File: config.mk
export PLATFORM = sky130hd
export DESIGN_NAME = cfs_status_flags
export DESIGN_NICKNAME = d
export VERILOG_FILES = /design/src/cfs_status_flags_fix_note.sv /design/src/common/cfs_pkg.sv /design/src/cfs_status_flags.sv /design/src/cfs_flag_cell.sv
export SDC_FILE = /design/constraint.sdc
export NUM_CORES = 1
export LEC_CHECK = 0
export BUFFER_PORTS_ARGS = -buffer_cell sky130_fd_sc_hd__buf_2
export CORE_MARGIN = 2
export CORE_UTILIZATION = 50
export DETAILED_ROUTE_END_ITERATION = 8
export HOLD_SLACK_MARGIN = 0.08
export PLACE_DENSITY = 0.75
export SLEW_MARGIN = 25
export SYNTH_ARGS = -nofsm -noshare
export SYNTH_HDL_FRONTEND = slang
export SYNTH_SLANG_ARGS = --single-unit
File: constraint.sdc
create_clock -name CLK -period 1.4 [get_ports CLK]
set_clock_uncertainty 0.15 [all_clocks]
set_input_delay 0.07 -clock CLK [delete_from_list [all_inputs] [get_ports CLK]]
set_output_delay 0.07 -clock CLK [all_outputs]
set_load 0.02 [all_outputs]
File: src/cfs_status_flags_fix_note.sv
`timescale 1ns/1ns

File: src/common/cfs_pkg.sv
// Purpose: shared constants and carriers of the charger fault status and event flag bank
// Assumes: one clock domain, registers read through a simple read port
// Notes:   offsets are byte addresses of the device register space

package cfs_pkg;

  // ----------------------------------------------------------------
  // register space
  // ----------------------------------------------------------------
  localparam int unsigned ADDR_W = 8;
  localparam int unsigned DATA_W = 8;

  localparam logic [ADDR_W-1:0] FAULT_STATUS_SECOND_OFS = 8'h21;
  localparam logic [ADDR_W-1:0] EVENT_FLAGS_A_OFS       = 8'h22;
  localparam logic [ADDR_W-1:0] EVENT_FLAGS_B_OFS       = 8'h23;
  localparam logic [ADDR_W-1:0] EVENT_FLAGS_C_OFS       = 8'h24;

  localparam logic [DATA_W-1:0] REG_RESET_VAL  = 8'h00;
  localparam logic [DATA_W-1:0] UNMAPPED_VAL   = 8'h00;

  // ----------------------------------------------------------------
  // field positions
  // ----------------------------------------------------------------
  localparam int unsigned FS_SYS_SHORT_BIT   = 7;
  localparam int unsigned FS_SYS_OVP_BIT     = 6;
  localparam int unsigned FS_OTG_OVP_BIT     = 5;
  localparam int unsigned FS_OTG_UVP_BIT     = 4;
  localparam int unsigned FS_TSHUTDOWN_BIT   = 2;
  localparam logic [DATA_W-1:0] FS_USED_MASK = 8'hF4;

  localparam int unsigned FA_CURRENT_REG_BIT = 7;
  localparam int unsigned FA_VOLTAGE_REG_BIT = 6;
  localparam int unsigned FA_WATCHDOG_BIT    = 5;
  localparam int unsigned FA_WEAK_SRC_BIT    = 4;
  localparam int unsigned FA_POWER_GOOD_BIT  = 3;
  localparam int unsigned FA_SECOND_IN_BIT   = 2;
  localparam int unsigned FA_FIRST_IN_BIT    = 1;
  localparam int unsigned FA_BUS_IN_BIT      = 0;

  localparam int unsigned FB_CHARGE_BIT      = 7;
  localparam int unsigned FB_OPTIMIZER_BIT   = 6;
  localparam int unsigned FB_BUS_TYPE_BIT    = 4;
  localparam int unsigned FB_THERMAL_BIT     = 2;
  localparam int unsigned FB_BATTERY_BIT     = 1;
  localparam logic [DATA_W-1:0] FB_USED_MASK = 8'hD6;

  localparam int unsigned FC_USB_DONE_BIT    = 6;
  localparam int unsigned FC_ADC_DONE_BIT    = 5;
  localparam int unsigned FC_MIN_SYS_BIT     = 4;
  localparam int unsigned FC_FAST_TMR_BIT    = 3;
  localparam int unsigned FC_TRICKLE_TMR_BIT = 2;
  localparam int unsigned FC_PRE_TMR_BIT     = 1;
  localparam logic [DATA_W-1:0] FC_USED_MASK = 8'h7E;

  // ----------------------------------------------------------------
  // widths of multi-bit status codes
  // ----------------------------------------------------------------
  localparam int unsigned CHG_STATE_W = 3;
  localparam int unsigned ICO_STATE_W = 2;
  localparam int unsigned BUS_TYPE_W  = 4;

  // ----------------------------------------------------------------
  // carriers
  // ----------------------------------------------------------------
  typedef struct packed {
    logic system_short_status;
    logic system_overvoltage_status;
    logic otg_overvoltage_status;
    logic otg_undervoltage_status;
    logic thermal_shutdown_status;
  } cfs_fault_in_t;

  typedef struct packed {
    logic                   input_current_regulation;
    logic                   otg_current_regulation;
    logic                   input_voltage_regulation;
    logic                   otg_voltage_regulation;
    logic                   watchdog_expired;
    logic                   weak_source_detected;
    logic                   power_good_status;
    logic                   second_ac_input_present;
    logic                   first_ac_input_present;
    logic                   bus_input_present;
    logic [CHG_STATE_W-1:0] charge_state;
    logic [ICO_STATE_W-1:0] input_current_optimizer_state;
    logic [BUS_TYPE_W-1:0]  bus_type;
    logic                   die_thermal_regulation;
    logic                   battery_present;
    logic                   usb_detect_done;
    logic                   adc_conversion_done;
    logic                   adc_one_shot_mode;
    logic                   minimum_system_voltage_reg;
    logic                   fast_charge_timer_expired;
    logic                   trickle_timer_expired;
    logic                   precharge_timer_expired;
  } cfs_cond_in_t;

endpackage

File: src/cfs_status_flags.sv
// Purpose: live fault status and sticky charger event flags with clear-on-read
// Assumes: condition inputs are synchronous to CLK; host reads through RD_EN/RD_ADDR
// Notes:   RD_DATA and RD_VALID appear one cycle after the read request

`timescale 1ns/1ns
`default_nettype none

module cfs_status_flags
  import cfs_pkg::*;
(
  input  wire logic              CLK,
  input  wire logic              ARST_N,
  input  wire cfs_fault_in_t     FAULT_IN,
  input  wire cfs_cond_in_t      COND_IN,
  input  wire logic              RD_EN,
  input  wire logic [ADDR_W-1:0] RD_ADDR,
  output var  logic [DATA_W-1:0] RD_DATA,
  output var  logic              RD_VALID
);

  // ----------------------------------------------------------------
  // decode
  // ----------------------------------------------------------------
  function automatic logic reads_reg(input logic en, input logic [ADDR_W-1:0] addr,
                                     input logic [ADDR_W-1:0] ofs);
    reads_reg = en && (addr == ofs);
  endfunction

  logic              clr_a;
  logic              clr_b;
  logic              clr_c;
  logic [DATA_W-1:0] fault_r;
  logic [DATA_W-1:0] flags_a;
  logic [DATA_W-1:0] flags_b;
  logic [DATA_W-1:0] flags_c;
  logic [DATA_W-1:0] rd_data_r;
  logic [DATA_W-1:0] rd_data_nxt;
  logic              rd_valid_r;

  // reading a flag register clears it
  assign clr_a = reads_reg(RD_EN, RD_ADDR, EVENT_FLAGS_A_OFS);
  assign clr_b = reads_reg(RD_EN, RD_ADDR, EVENT_FLAGS_B_OFS);
  assign clr_c = reads_reg(RD_EN, RD_ADDR, EVENT_FLAGS_C_OFS);

  // ----------------------------------------------------------------
  // live fault status
  // ----------------------------------------------------------------
  always_ff @(posedge CLK or negedge ARST_N) begin
    if (!ARST_N) begin
      fault_r <= REG_RESET_VAL;
    end else begin
      fault_r                   <= REG_RESET_VAL;
      fault_r[FS_SYS_SHORT_BIT] <= FAULT_IN.system_short_status;
      fault_r[FS_SYS_OVP_BIT]   <= FAULT_IN.system_overvoltage_status;
      fault_r[FS_OTG_OVP_BIT]   <= FAULT_IN.otg_overvoltage_status;
      fault_r[FS_OTG_UVP_BIT]   <= FAULT_IN.otg_undervoltage_status;
      fault_r[FS_TSHUTDOWN_BIT] <= FAULT_IN.thermal_shutdown_status;
    end
  end

  // ----------------------------------------------------------------
  // flags A
  // ----------------------------------------------------------------
  // either regulation loop rising sets the flag
  cfs_flag_cell #(.W(2), .RISE_ONLY(1'b1)) u_fa_current (
    .clk     (CLK),
    .arst_n  (ARST_N),
    .sample  ({COND_IN.input_current_regulation, COND_IN.otg_current_regulation}),
    .qualify (1'b1),
    .clear   (clr_a),
    .flag    (flags_a[FA_CURRENT_REG_BIT])
  );

  cfs_flag_cell #(.W(2), .RISE_ONLY(1'b1)) u_fa_voltage (
    .clk     (CLK),
    .arst_n  (ARST_N),
    .sample  ({COND_IN.input_voltage_regulation, COND_IN.otg_voltage_regulation}),
    .qualify (1'b1),
    .clear   (clr_a),
    .flag    (flags_a[FA_VOLTAGE_REG_BIT])
  );

  cfs_flag_cell #(.W(1), .RISE_ONLY(1'b1)) u_fa_watchdog (
    .clk     (CLK),
    .arst_n  (ARST_N),
    .sample  (COND_IN.watchdog_expired),
    .qualify (1'b1),
    .clear   (clr_a),
    .flag    (flags_a[FA_WATCHDOG_BIT])
  );

  cfs_flag_cell #(.W(1), .RISE_ONLY(1'b1)) u_fa_weak (
    .clk     (CLK),
    .arst_n  (ARST_N),
    .sample  (COND_IN.weak_source_detected),
    .qualify (1'b1),
    .clear   (clr_a),
    .flag    (flags_a[FA_WEAK_SRC_BIT])
  );

  // both qualification and loss count
  cfs_flag_cell #(.W(1), .RISE_ONLY(1'b0)) u_fa_pgood (
    .clk     (CLK),
    .arst_n  (ARST_N),
    .sample  (COND_IN.power_good_status),
    .qualify (1'b1),
    .clear   (clr_a),
    .flag    (flags_a[FA_POWER_GOOD_BIT])
  );

  // one change detector per input presence
  cfs_flag_cell #(.W(1), .RISE_ONLY(1'b0)) u_fa_second (
    .clk     (CLK),
    .arst_n  (ARST_N),
    .sample  (COND_IN.second_ac_input_present),
    .qualify (1'b1),
    .clear   (clr_a),
    .flag    (flags_a[FA_SECOND_IN_BIT])
  );

  cfs_flag_cell #(.W(1), .RISE_ONLY(1'b0)) u_fa_first (
    .clk     (CLK),
    .arst_n  (ARST_N),
    .sample  (COND_IN.first_ac_input_present),
    .qualify (1'b1),
    .clear   (clr_a),
    .flag    (flags_a[FA_FIRST_IN_BIT])
  );

  cfs_flag_cell #(.W(1), .RISE_ONLY(1'b0)) u_fa_bus (
    .clk     (CLK),
    .arst_n  (ARST_N),
    .sample  (COND_IN.bus_input_present),
    .qualify (1'b1),
    .clear   (clr_a),
    .flag    (flags_a[FA_BUS_IN_BIT])
  );

  // ----------------------------------------------------------------
  // flags B
  // ----------------------------------------------------------------
  cfs_flag_cell #(.W(CHG_STATE_W), .RISE_ONLY(1'b0)) u_fb_charge (
    .clk     (CLK),
    .arst_n  (ARST_N),
    .sample  (COND_IN.charge_state),
    .qualify (1'b1),
    .clear   (clr_b),
    .flag    (flags_b[FB_CHARGE_BIT])
  );

  cfs_flag_cell #(.W(ICO_STATE_W), .RISE_ONLY(1'b0)) u_fb_optimizer (
    .clk     (CLK),
    .arst_n  (ARST_N),
    .sample  (COND_IN.input_current_optimizer_state),
    .qualify (1'b1),
    .clear   (clr_b),
    .flag    (flags_b[FB_OPTIMIZER_BIT])
  );

  cfs_flag_cell #(.W(BUS_TYPE_W), .RISE_ONLY(1'b0)) u_fb_bus_type (
    .clk     (CLK),
    .arst_n  (ARST_N),
    .sample  (COND_IN.bus_type),
    .qualify (1'b1),
    .clear   (clr_b),
    .flag    (flags_b[FB_BUS_TYPE_BIT])
  );

  cfs_flag_cell #(.W(1), .RISE_ONLY(1'b1)) u_fb_thermal (
    .clk     (CLK),
    .arst_n  (ARST_N),
    .sample  (COND_IN.die_thermal_regulation),
    .qualify (1'b1),
    .clear   (clr_b),
    .flag    (flags_b[FB_THERMAL_BIT])
  );

  cfs_flag_cell #(.W(1), .RISE_ONLY(1'b0)) u_fb_battery (
    .clk     (CLK),
    .arst_n  (ARST_N),
    .sample  (COND_IN.battery_present),
    .qualify (1'b1),
    .clear   (clr_b),
    .flag    (flags_b[FB_BATTERY_BIT])
  );

  // ----------------------------------------------------------------
  // flags C
  // ----------------------------------------------------------------
  // completion is the rise of the done level
  cfs_flag_cell #(.W(1), .RISE_ONLY(1'b1)) u_fc_usb (
    .clk     (CLK),
    .arst_n  (ARST_N),
    .sample  (COND_IN.usb_detect_done),
    .qualify (1'b1),
    .clear   (clr_c),
    .flag    (flags_c[FC_USB_DONE_BIT])
  );

  // continuous conversions never raise the flag
  cfs_flag_cell #(.W(1), .RISE_ONLY(1'b1)) u_fc_adc (
    .clk     (CLK),
    .arst_n  (ARST_N),
    .sample  (COND_IN.adc_conversion_done),
    .qualify (COND_IN.adc_one_shot_mode),
    .clear   (clr_c),
    .flag    (flags_c[FC_ADC_DONE_BIT])
  );

  cfs_flag_cell #(.W(1), .RISE_ONLY(1'b0)) u_fc_min_sys (
    .clk     (CLK),
    .arst_n  (ARST_N),
    .sample  (COND_IN.minimum_system_voltage_reg),
    .qualify (1'b1),
    .clear   (clr_c),
    .flag    (flags_c[FC_MIN_SYS_BIT])
  );

  cfs_flag_cell #(.W(1), .RISE_ONLY(1'b1)) u_fc_fast (
    .clk     (CLK),
    .arst_n  (ARST_N),
    .sample  (COND_IN.fast_charge_timer_expired),
    .qualify (1'b1),
    .clear   (clr_c),
    .flag    (flags_c[FC_FAST_TMR_BIT])
  );

  cfs_flag_cell #(.W(1), .RISE_ONLY(1'b1)) u_fc_trickle (
    .clk     (CLK),
    .arst_n  (ARST_N),
    .sample  (COND_IN.trickle_timer_expired),
    .qualify (1'b1),
    .clear   (clr_c),
    .flag    (flags_c[FC_TRICKLE_TMR_BIT])
  );

  cfs_flag_cell #(.W(1), .RISE_ONLY(1'b1)) u_fc_pre (
    .clk     (CLK),
    .arst_n  (ARST_N),
    .sample  (COND_IN.precharge_timer_expired),
    .qualify (1'b1),
    .clear   (clr_c),
    .flag    (flags_c[FC_PRE_TMR_BIT])
  );

  // unused positions tied low
  assign flags_b[5]                 = 1'b0;
  assign flags_b[3]                 = 1'b0;
  assign flags_b[0]                 = 1'b0;
  assign flags_c[7]                 = 1'b0;
  assign flags_c[0]                 = 1'b0;

  // ----------------------------------------------------------------
  // read port
  // ----------------------------------------------------------------
  always_comb begin
    if (RD_ADDR == FAULT_STATUS_SECOND_OFS) begin
      rd_data_nxt = fault_r & FS_USED_MASK;
    end else if (RD_ADDR == EVENT_FLAGS_A_OFS) begin
      rd_data_nxt = flags_a;
    end else if (RD_ADDR == EVENT_FLAGS_B_OFS) begin
      rd_data_nxt = flags_b & FB_USED_MASK;
    end else if (RD_ADDR == EVENT_FLAGS_C_OFS) begin
      rd_data_nxt = flags_c & FC_USED_MASK;
    end else begin
      rd_data_nxt = UNMAPPED_VAL;
    end
  end

  always_ff @(posedge CLK or negedge ARST_N) begin
    if (!ARST_N) begin
      rd_data_r  <= REG_RESET_VAL;
      rd_valid_r <= 1'b0;
    end else begin
      rd_valid_r <= RD_EN;
      if (RD_EN) begin
        rd_data_r <= rd_data_nxt;
      end
    end
  end

  assign RD_DATA  = rd_data_r;
  assign RD_VALID = rd_valid_r;
endmodule

`default_nettype wire

File: src/cfs_flag_cell.sv
// Purpose: one sticky event flag fed by an edge or change detector
// Assumes: sample is synchronous to clk
// Notes:   a set in the same cycle as a clear wins

`timescale 1ns/1ns
`default_nettype none

module cfs_flag_cell #(
  parameter int unsigned W         = 1,
  parameter bit          RISE_ONLY = 1'b1
) (
  input  wire logic         clk,
  input  wire logic         arst_n,
  input  wire logic [W-1:0] sample,
  input  wire logic         qualify,
  input  wire logic         clear,
  output var  logic         flag
);

  logic [W-1:0] prev_r;
  logic         event_hit;
  logic         flag_r;
  logic         flag_nxt;

  // ----------------------------------------------------------------
  // detector
  // ----------------------------------------------------------------
  always_ff @(posedge clk or negedge arst_n) begin
    if (!arst_n) begin
      prev_r <= '0;
    end else begin
      prev_r <= sample;
    end
  end

  always_comb begin
    if (RISE_ONLY) begin
      event_hit = qualify & (|(sample & ~prev_r));
    end else begin
      event_hit = qualify & (|(sample ^ prev_r));
    end
  end

  // ----------------------------------------------------------------
  // sticky flag
  // ----------------------------------------------------------------
  always_comb begin
    flag_nxt = event_hit | (flag_r & ~clear);
  end

  always_ff @(posedge clk or negedge arst_n) begin
    if (!arst_n) begin
      flag_r <= 1'b0;
    end else begin
      flag_r <= flag_nxt;
    end
  end

  assign flag = flag_r;

endmodule

`default_nettype wire

==> results of run 1 <==
cells by family after synthesis:
logic type,synth area share
flip-flops,0.6689
buffers and inverters,0.03400
multiplexers,0.01003
AO/OA/AOI/OAI,0.1087
XOR/XNOR,0.05853
AND/OR/NAND/NOR,0.1198
area by class of cell:
| cell class | count | share of cell area |
|---|---|---|
| repair buffers | 103 | 0.2341 |
| flip-flops and latches | 60 | 0.4666 |
| multi-input cells | 99 | 0.2100 |
| well taps | 52 | 0.02022 |
| clock inverters | 2 | 0.003110 |
| clock buffers | 14 | 0.04743 |
| inverters | 16 | 0.01866 |
sequential cells by signal, summed over array words and instances, names as in the netlist, 2 cells and up:
| name | cells |
|---|---|
| RD_DATA | 8 |
| u_fa_current.prev_r | 2 |
| u_fa_voltage.prev_r | 2 |
| u_fb_bus_type.prev_r | 4 |
| u_fb_charge.prev_r | 3 |
| fault_r | 5 |
| u_fb_optimizer.prev_r | 2 |
worst min-delay path, cell delays in order:
cell	delay (ns)
buf_2	0.09
or4b_4	0.15
nor4b_4	0.06
o21ai_0	0.07
o22ai_1	0.07
cell usage in the layout (no fill, tap or decap), types with 3 or more instances in the layout:
cell type,count
o221ai_1,3
buf_4,12
xnor2_1,10
o21ai_0,8
dfrtp_1,60
a22o_1,4
clkbuf_8,10
xor2_1,5
a21oi_1,4
clkbuf_1,4
nand2_1,21
nand3_1,4
a2bb2oi_1,4
inv_1,16
buf_2,51
nor2b_1,6
dlygate4sd3_1,38
repair_timing:
action,CTS,global route
setup endpoints to repair,0,10
hold buffers,38,0
resized for setup,0,2
endpoints found under the hold margin,117,0
buffers inserted,0,1
per-layer routing:
layer / routed length (um) / up-vias
met5: 0 / -
met4: 77 / 0
met3: 161 / 9
met2: 2255 / 39
met1: 2002 / 825
li1: - / 833
metrics by stage:
step	cells	area (um2)	setup slack, ns
after detailed placement	291	2663	-0.2699
after CTS	345	3206	0.07854
after floorplan	179	2251	-0.01583
final	346	3218	0.08457
after global placement	291	2663	-0.2382
after global routing	346	3218	0.01128
power breakdown:
part           total (W)  internal [W]  switching (W)
sequential       0.00181       0.00179      0.0000192
clock            0.00129      0.000687       0.000601
combinational   0.000347      0.000196       0.000150
total            0.00344       0.00267       0.000771
how the worst max path moves through the flow:
stage	start	end
after global placement	RD_ADDR[4]	u_fc_trickle.flag
after detailed placement	RD_ADDR[4]	u_fc_pre.flag
after global routing	RD_ADDR[3]	RD_DATA[6]
final	RD_ADDR[3]	RD_DATA[6]
after CTS	RD_EN	u_fa_voltage.flag
after floorplan	RD_ADDR[4]	RD_DATA[2]
==> metrics.yaml, run 1 <==
area_growth_pct: 43.37
grt_usage: 0.1998
use_met3: 0.03846
start_kind: "primary input"
clk_pin_slew_ns: 0.06
yosysWarnings: 0
fp.dieW_um: 71
crit_family: "buffers and inverters"
drtAntennaViolNets: 0
utilization: 0.7391
r2r_end: "RD_DATA[5]"
synth_cells: 179
synth-seq-area-share: 0.6689
syn_area_mm2: 0.002245
synth.most_common_cell: "dfrtp_1"
synthTopCellsByCount: "dfrtp_1, nand2_1, inv_1, xnor2_1, o21ai_0"
dp_hpwl_mm: 2.957
cts_htree_levels: 3
worstPathMaxFanout: 4
worstReg2RegStart: "u_fc_adc.flag"
synth_cell_types: 34
path_cells: "buf_2 > dlygate4sd3_1 > nor4b_4 > o21ai_0 > o21ai_0"
slew_headroom: 0.7360
cts_tree: "done"
crit_arrival_ns: 1.42
post-route-drc-count: 0
hold_class: "in -> reg"
fillers: 284
multi_input_area_um2: 675.6
peakVddDrop_uv: 834.4
final_hold_viol_count: 0
clk_latency_ns: 0.32
yosys_register_bits: 60
setup_viol: 0
grt_util_met2: 0.3281
p_per_area_mw_per_mm2: 1070
rsz0062_at_grt: "false"
synthTopCellsByArea: "dfrtp_1, xnor2_1, nand2_1, inv_1, o21ai_0"
maxCapViolCount: 0
ff_latch_area_mm2: 0.001501
hold_end: "RD_DATA[1]"
antenna_found_initial: 0
gp_congestion: 0.7573
synthArstFlopShare: 1.000
ios: 53
cts_buffers: 9
grt-busiest-layer: "met2"
dr.first_iter.drc_count: 121
vias_per_cell: 4.931
crit_required_ns: 1.50
rows: 24
fin_crit_ns: 1.315
fp.dieH_um: 71
total_power_w: 0.003442
min-delay-start: "RD_ADDR[7]"
core_area_mm2: 0.004354
max_freq_ghz: 0.7602
hold_slack_ns: 0.06682
cpMaxStageDelayCell: "dlygate4sd3_1"
critical_path.most_common_cell: "o21ai_0"
fin_crit_sh: 0.9396
drt-total-wl_mm: 4.497
worst-setup-path-type: "in -> reg"
cp_num_buf_inv: 2
report.final.slew_viol_count: 0
dieArea_mm2: 0.005041
clockBufferDepth: 2
synth_top_flop_cell: "dfrtp_1"
n_antenna_cell: 0
nets: 333
endpoint_kind: "register"
grt_pass1_vias: 1718
firstDrtPassIters: 4
grt_use_met1: 0.2546
grt_pass1_wl_mm: 7.576
root_buffer: "clkbuf_8"
vias: 1706
post-synth-top-area-fraction: 0.6689
grt_max_degree: 61
detail_route.wl_per_cell_um: 13.00
power_leakage_nw: 1.552
worstMarginPinSlew_ns: 0.3860
initial_core_util: 0.5155
crit_cells: 5
synth_nets: 223
critical_path.max_stage_delay_ns: 0.60
grt_overflow_total: 0
drive_above_1_share: 0.2891
status: "finished, final reports clean"
r2r_slack_ns: 0.10
portBuffers: 52
synth-edff-count: 0
r2r_cells: 3
avgSynthCellArea_um2: 12.54
cts.sinks: 60
whs_path_depth: 5
tns_ns: 0
yosysTopAreaCell: "dfrtp_1"
Note: power is estimated with default switching activity, not from simulation.
==> run 2: changes to the inputs <==
- CORE_MARGIN: 2 -> not set
==> metrics.yaml, run 2 (synthesized netlist as in run 1, its figures left out) <==
detail_route.wl_per_cell_um: 14.09
start_kind: "primary input"
core_area_mm2: 0.004324
post_cts_buffers: 0
grt_pass1_wl_mm: 8.176
utilization: 0.7405
cts_tree: "done"
drtAntennaViolNets: 0
cts.sinks: 60
status: "finished, final reports clean"
nets: 329
fp.dieH_um: 69
vias_per_cell: 4.968
total_power_w: 0.003564
cts_buffers: 9
post-route-drc-count: 0
dr.first_iter.drc_count: 107
whs_path_depth: 5
dp_hpwl_mm: 2.934
rows: 24
crit_arrival_ns: 1.38
initial_core_util: 0.5191
clockBufferDepth: 2
grt_usage: 0.2274
r2r_cells: 3
use_met3: 0.06725
power_leakage_nw: 1.543
root_buffer: "clkbuf_8"
fin_crit_sh: 0.9358
worstMarginPinSlew_ns: 0.3533
layout_common_cells: "dfrtp_1, buf_2, dlygate4sd3_1"
maxCapViolCount: 0
clk_latency_ns: 0.33
cts_hold_buffers: 36
critical_path.max_stage_delay_ns: 0.57
largest_register_ff_count: 8
grt_use_met1: 0.2785
worst-setup-path-type: "in -> reg"
grt_util_met2: 0.3689
clk_pin_slew_ns: 0.06
tns_ns: 0
setup_viol: 0
crit_required_ns: 1.47
drive_above_1_share: 0.2897
portBuffers: 52
drt-total-wl_mm: 4.820
antenna_found_initial: 0
worstPathMaxFanout: 6
rsz0062_at_grt: "false"
slew_headroom: 0.7639
p_per_area_mw_per_mm2: 1113
grt-busiest-layer: "met2"
hold_class: "in -> reg"
ios: 53
final_hold_viol_count: 0
grt_pass1_vias: 1797
fin_crit_ns: 1.310
cts_htree_levels: 3
endpoint_kind: "register"
area_growth_pct: 42.64
final_common_cell: "dfrtp_1"
cpMaxStageDelayCell: "or4b_4"
max_freq_ghz: 0.7633
peakVddDrop_uv: 787.0
grt_max_degree: 61
n_antenna_cell: 0
firstDrtPassIters: 4
path_cells: "buf_2 > or4b_4 > nor2_1 > nand4b_1 > a22o_1"
vias: 1699
report.final.slew_viol_count: 0
dieArea_mm2: 0.004761
gp_congestion: 0.7830
grt_overflow_total: 0
fp.dieW_um: 69
-- run 2: cell count changes in the layout (fill, tap and decap cells not counted), sizes merged --
cell	change
buf	-2
dlygate4sd3	-2
clkbuf	+1
clkinv	-1
-- run 2: path summary, 6_finish.rpt --
path	slack [ns]	end	startpoint
max	0.09	u_fc_usb.flag	RD_ADDR[4]
min in group asynchronous	0.11	u_fa_current.prev_r[0]	ARST_N
max reg2reg	0.11	RD_DATA[5]	u_fc_adc.flag
min reg2reg	0.27	u_fc_adc.flag	u_fc_adc.prev_r
min	0.06	RD_DATA[6]	RD_ADDR[7]
max in group asynchronous	0.72	u_fc_min_sys.prev_r	ARST_N
-- run 2: what timing repair did --
item / 4_1_cts / 5_1_grt
gates resized for setup: 0 / 2
setup endpoints to repair: 0 / 5
endpoints found under the hold margin: 117 / 2
-- run 2: routing by layer --
metal	vias to the layer above	wire (um)
met4	0	88
li1	823	-
met3	11	208
met5	-	0
met2	45	2419
met1	820	2103
-- run 2: worst max-delay path, delay by kind of cell --
family | cells | cell delay, ns
AND/OR/NAND/NOR | 3 | 0.94
AO/OA/AOI/OAI | 1 | 0.27
buffers and inverters | 1 | 0.11
-- run 2: cell type report --
class / instances / area (um2)
Multi-Input combinational cell: 99 / 675.6
Timing Repair Buffer: 99 / 718.2
Sequential cell: 60 / 1501
Clock buffer: 15 / 176.4
Clock inverter: 1 / 5.005
Inverter: 16 / 60.06
Tap cell: 52 / 65.06
Fill cell: 311 / 1122
-- run 2: per-stage QoR --
step / worst slack [ns] / cells / area (um2) / hold WS, ns
2_1_floorplan: -0.01583 / 179 / 2251 / -0.3756
3_3_place_gp: -0.2487 / 290 / 2655 / -0.05740
3_5_place_dp: -0.2905 / 290 / 2655 / -0.05288
4_1_cts: 0.07419 / 342 / 3197 / 0.04840
5_1_grt: 0.02435 / 342 / 3202 / 0.06373
6_report: 0.08991 / 342 / 3202 / 0.05648
-- run 2: power breakdown --
part           internal [W]  switching, W  leakage [nW]
registers           0.00179     0.0000201         0.663
logic              0.000190      0.000154         0.787
clock network      0.000787      0.000625        0.0937
total               0.00277      0.000799          1.54
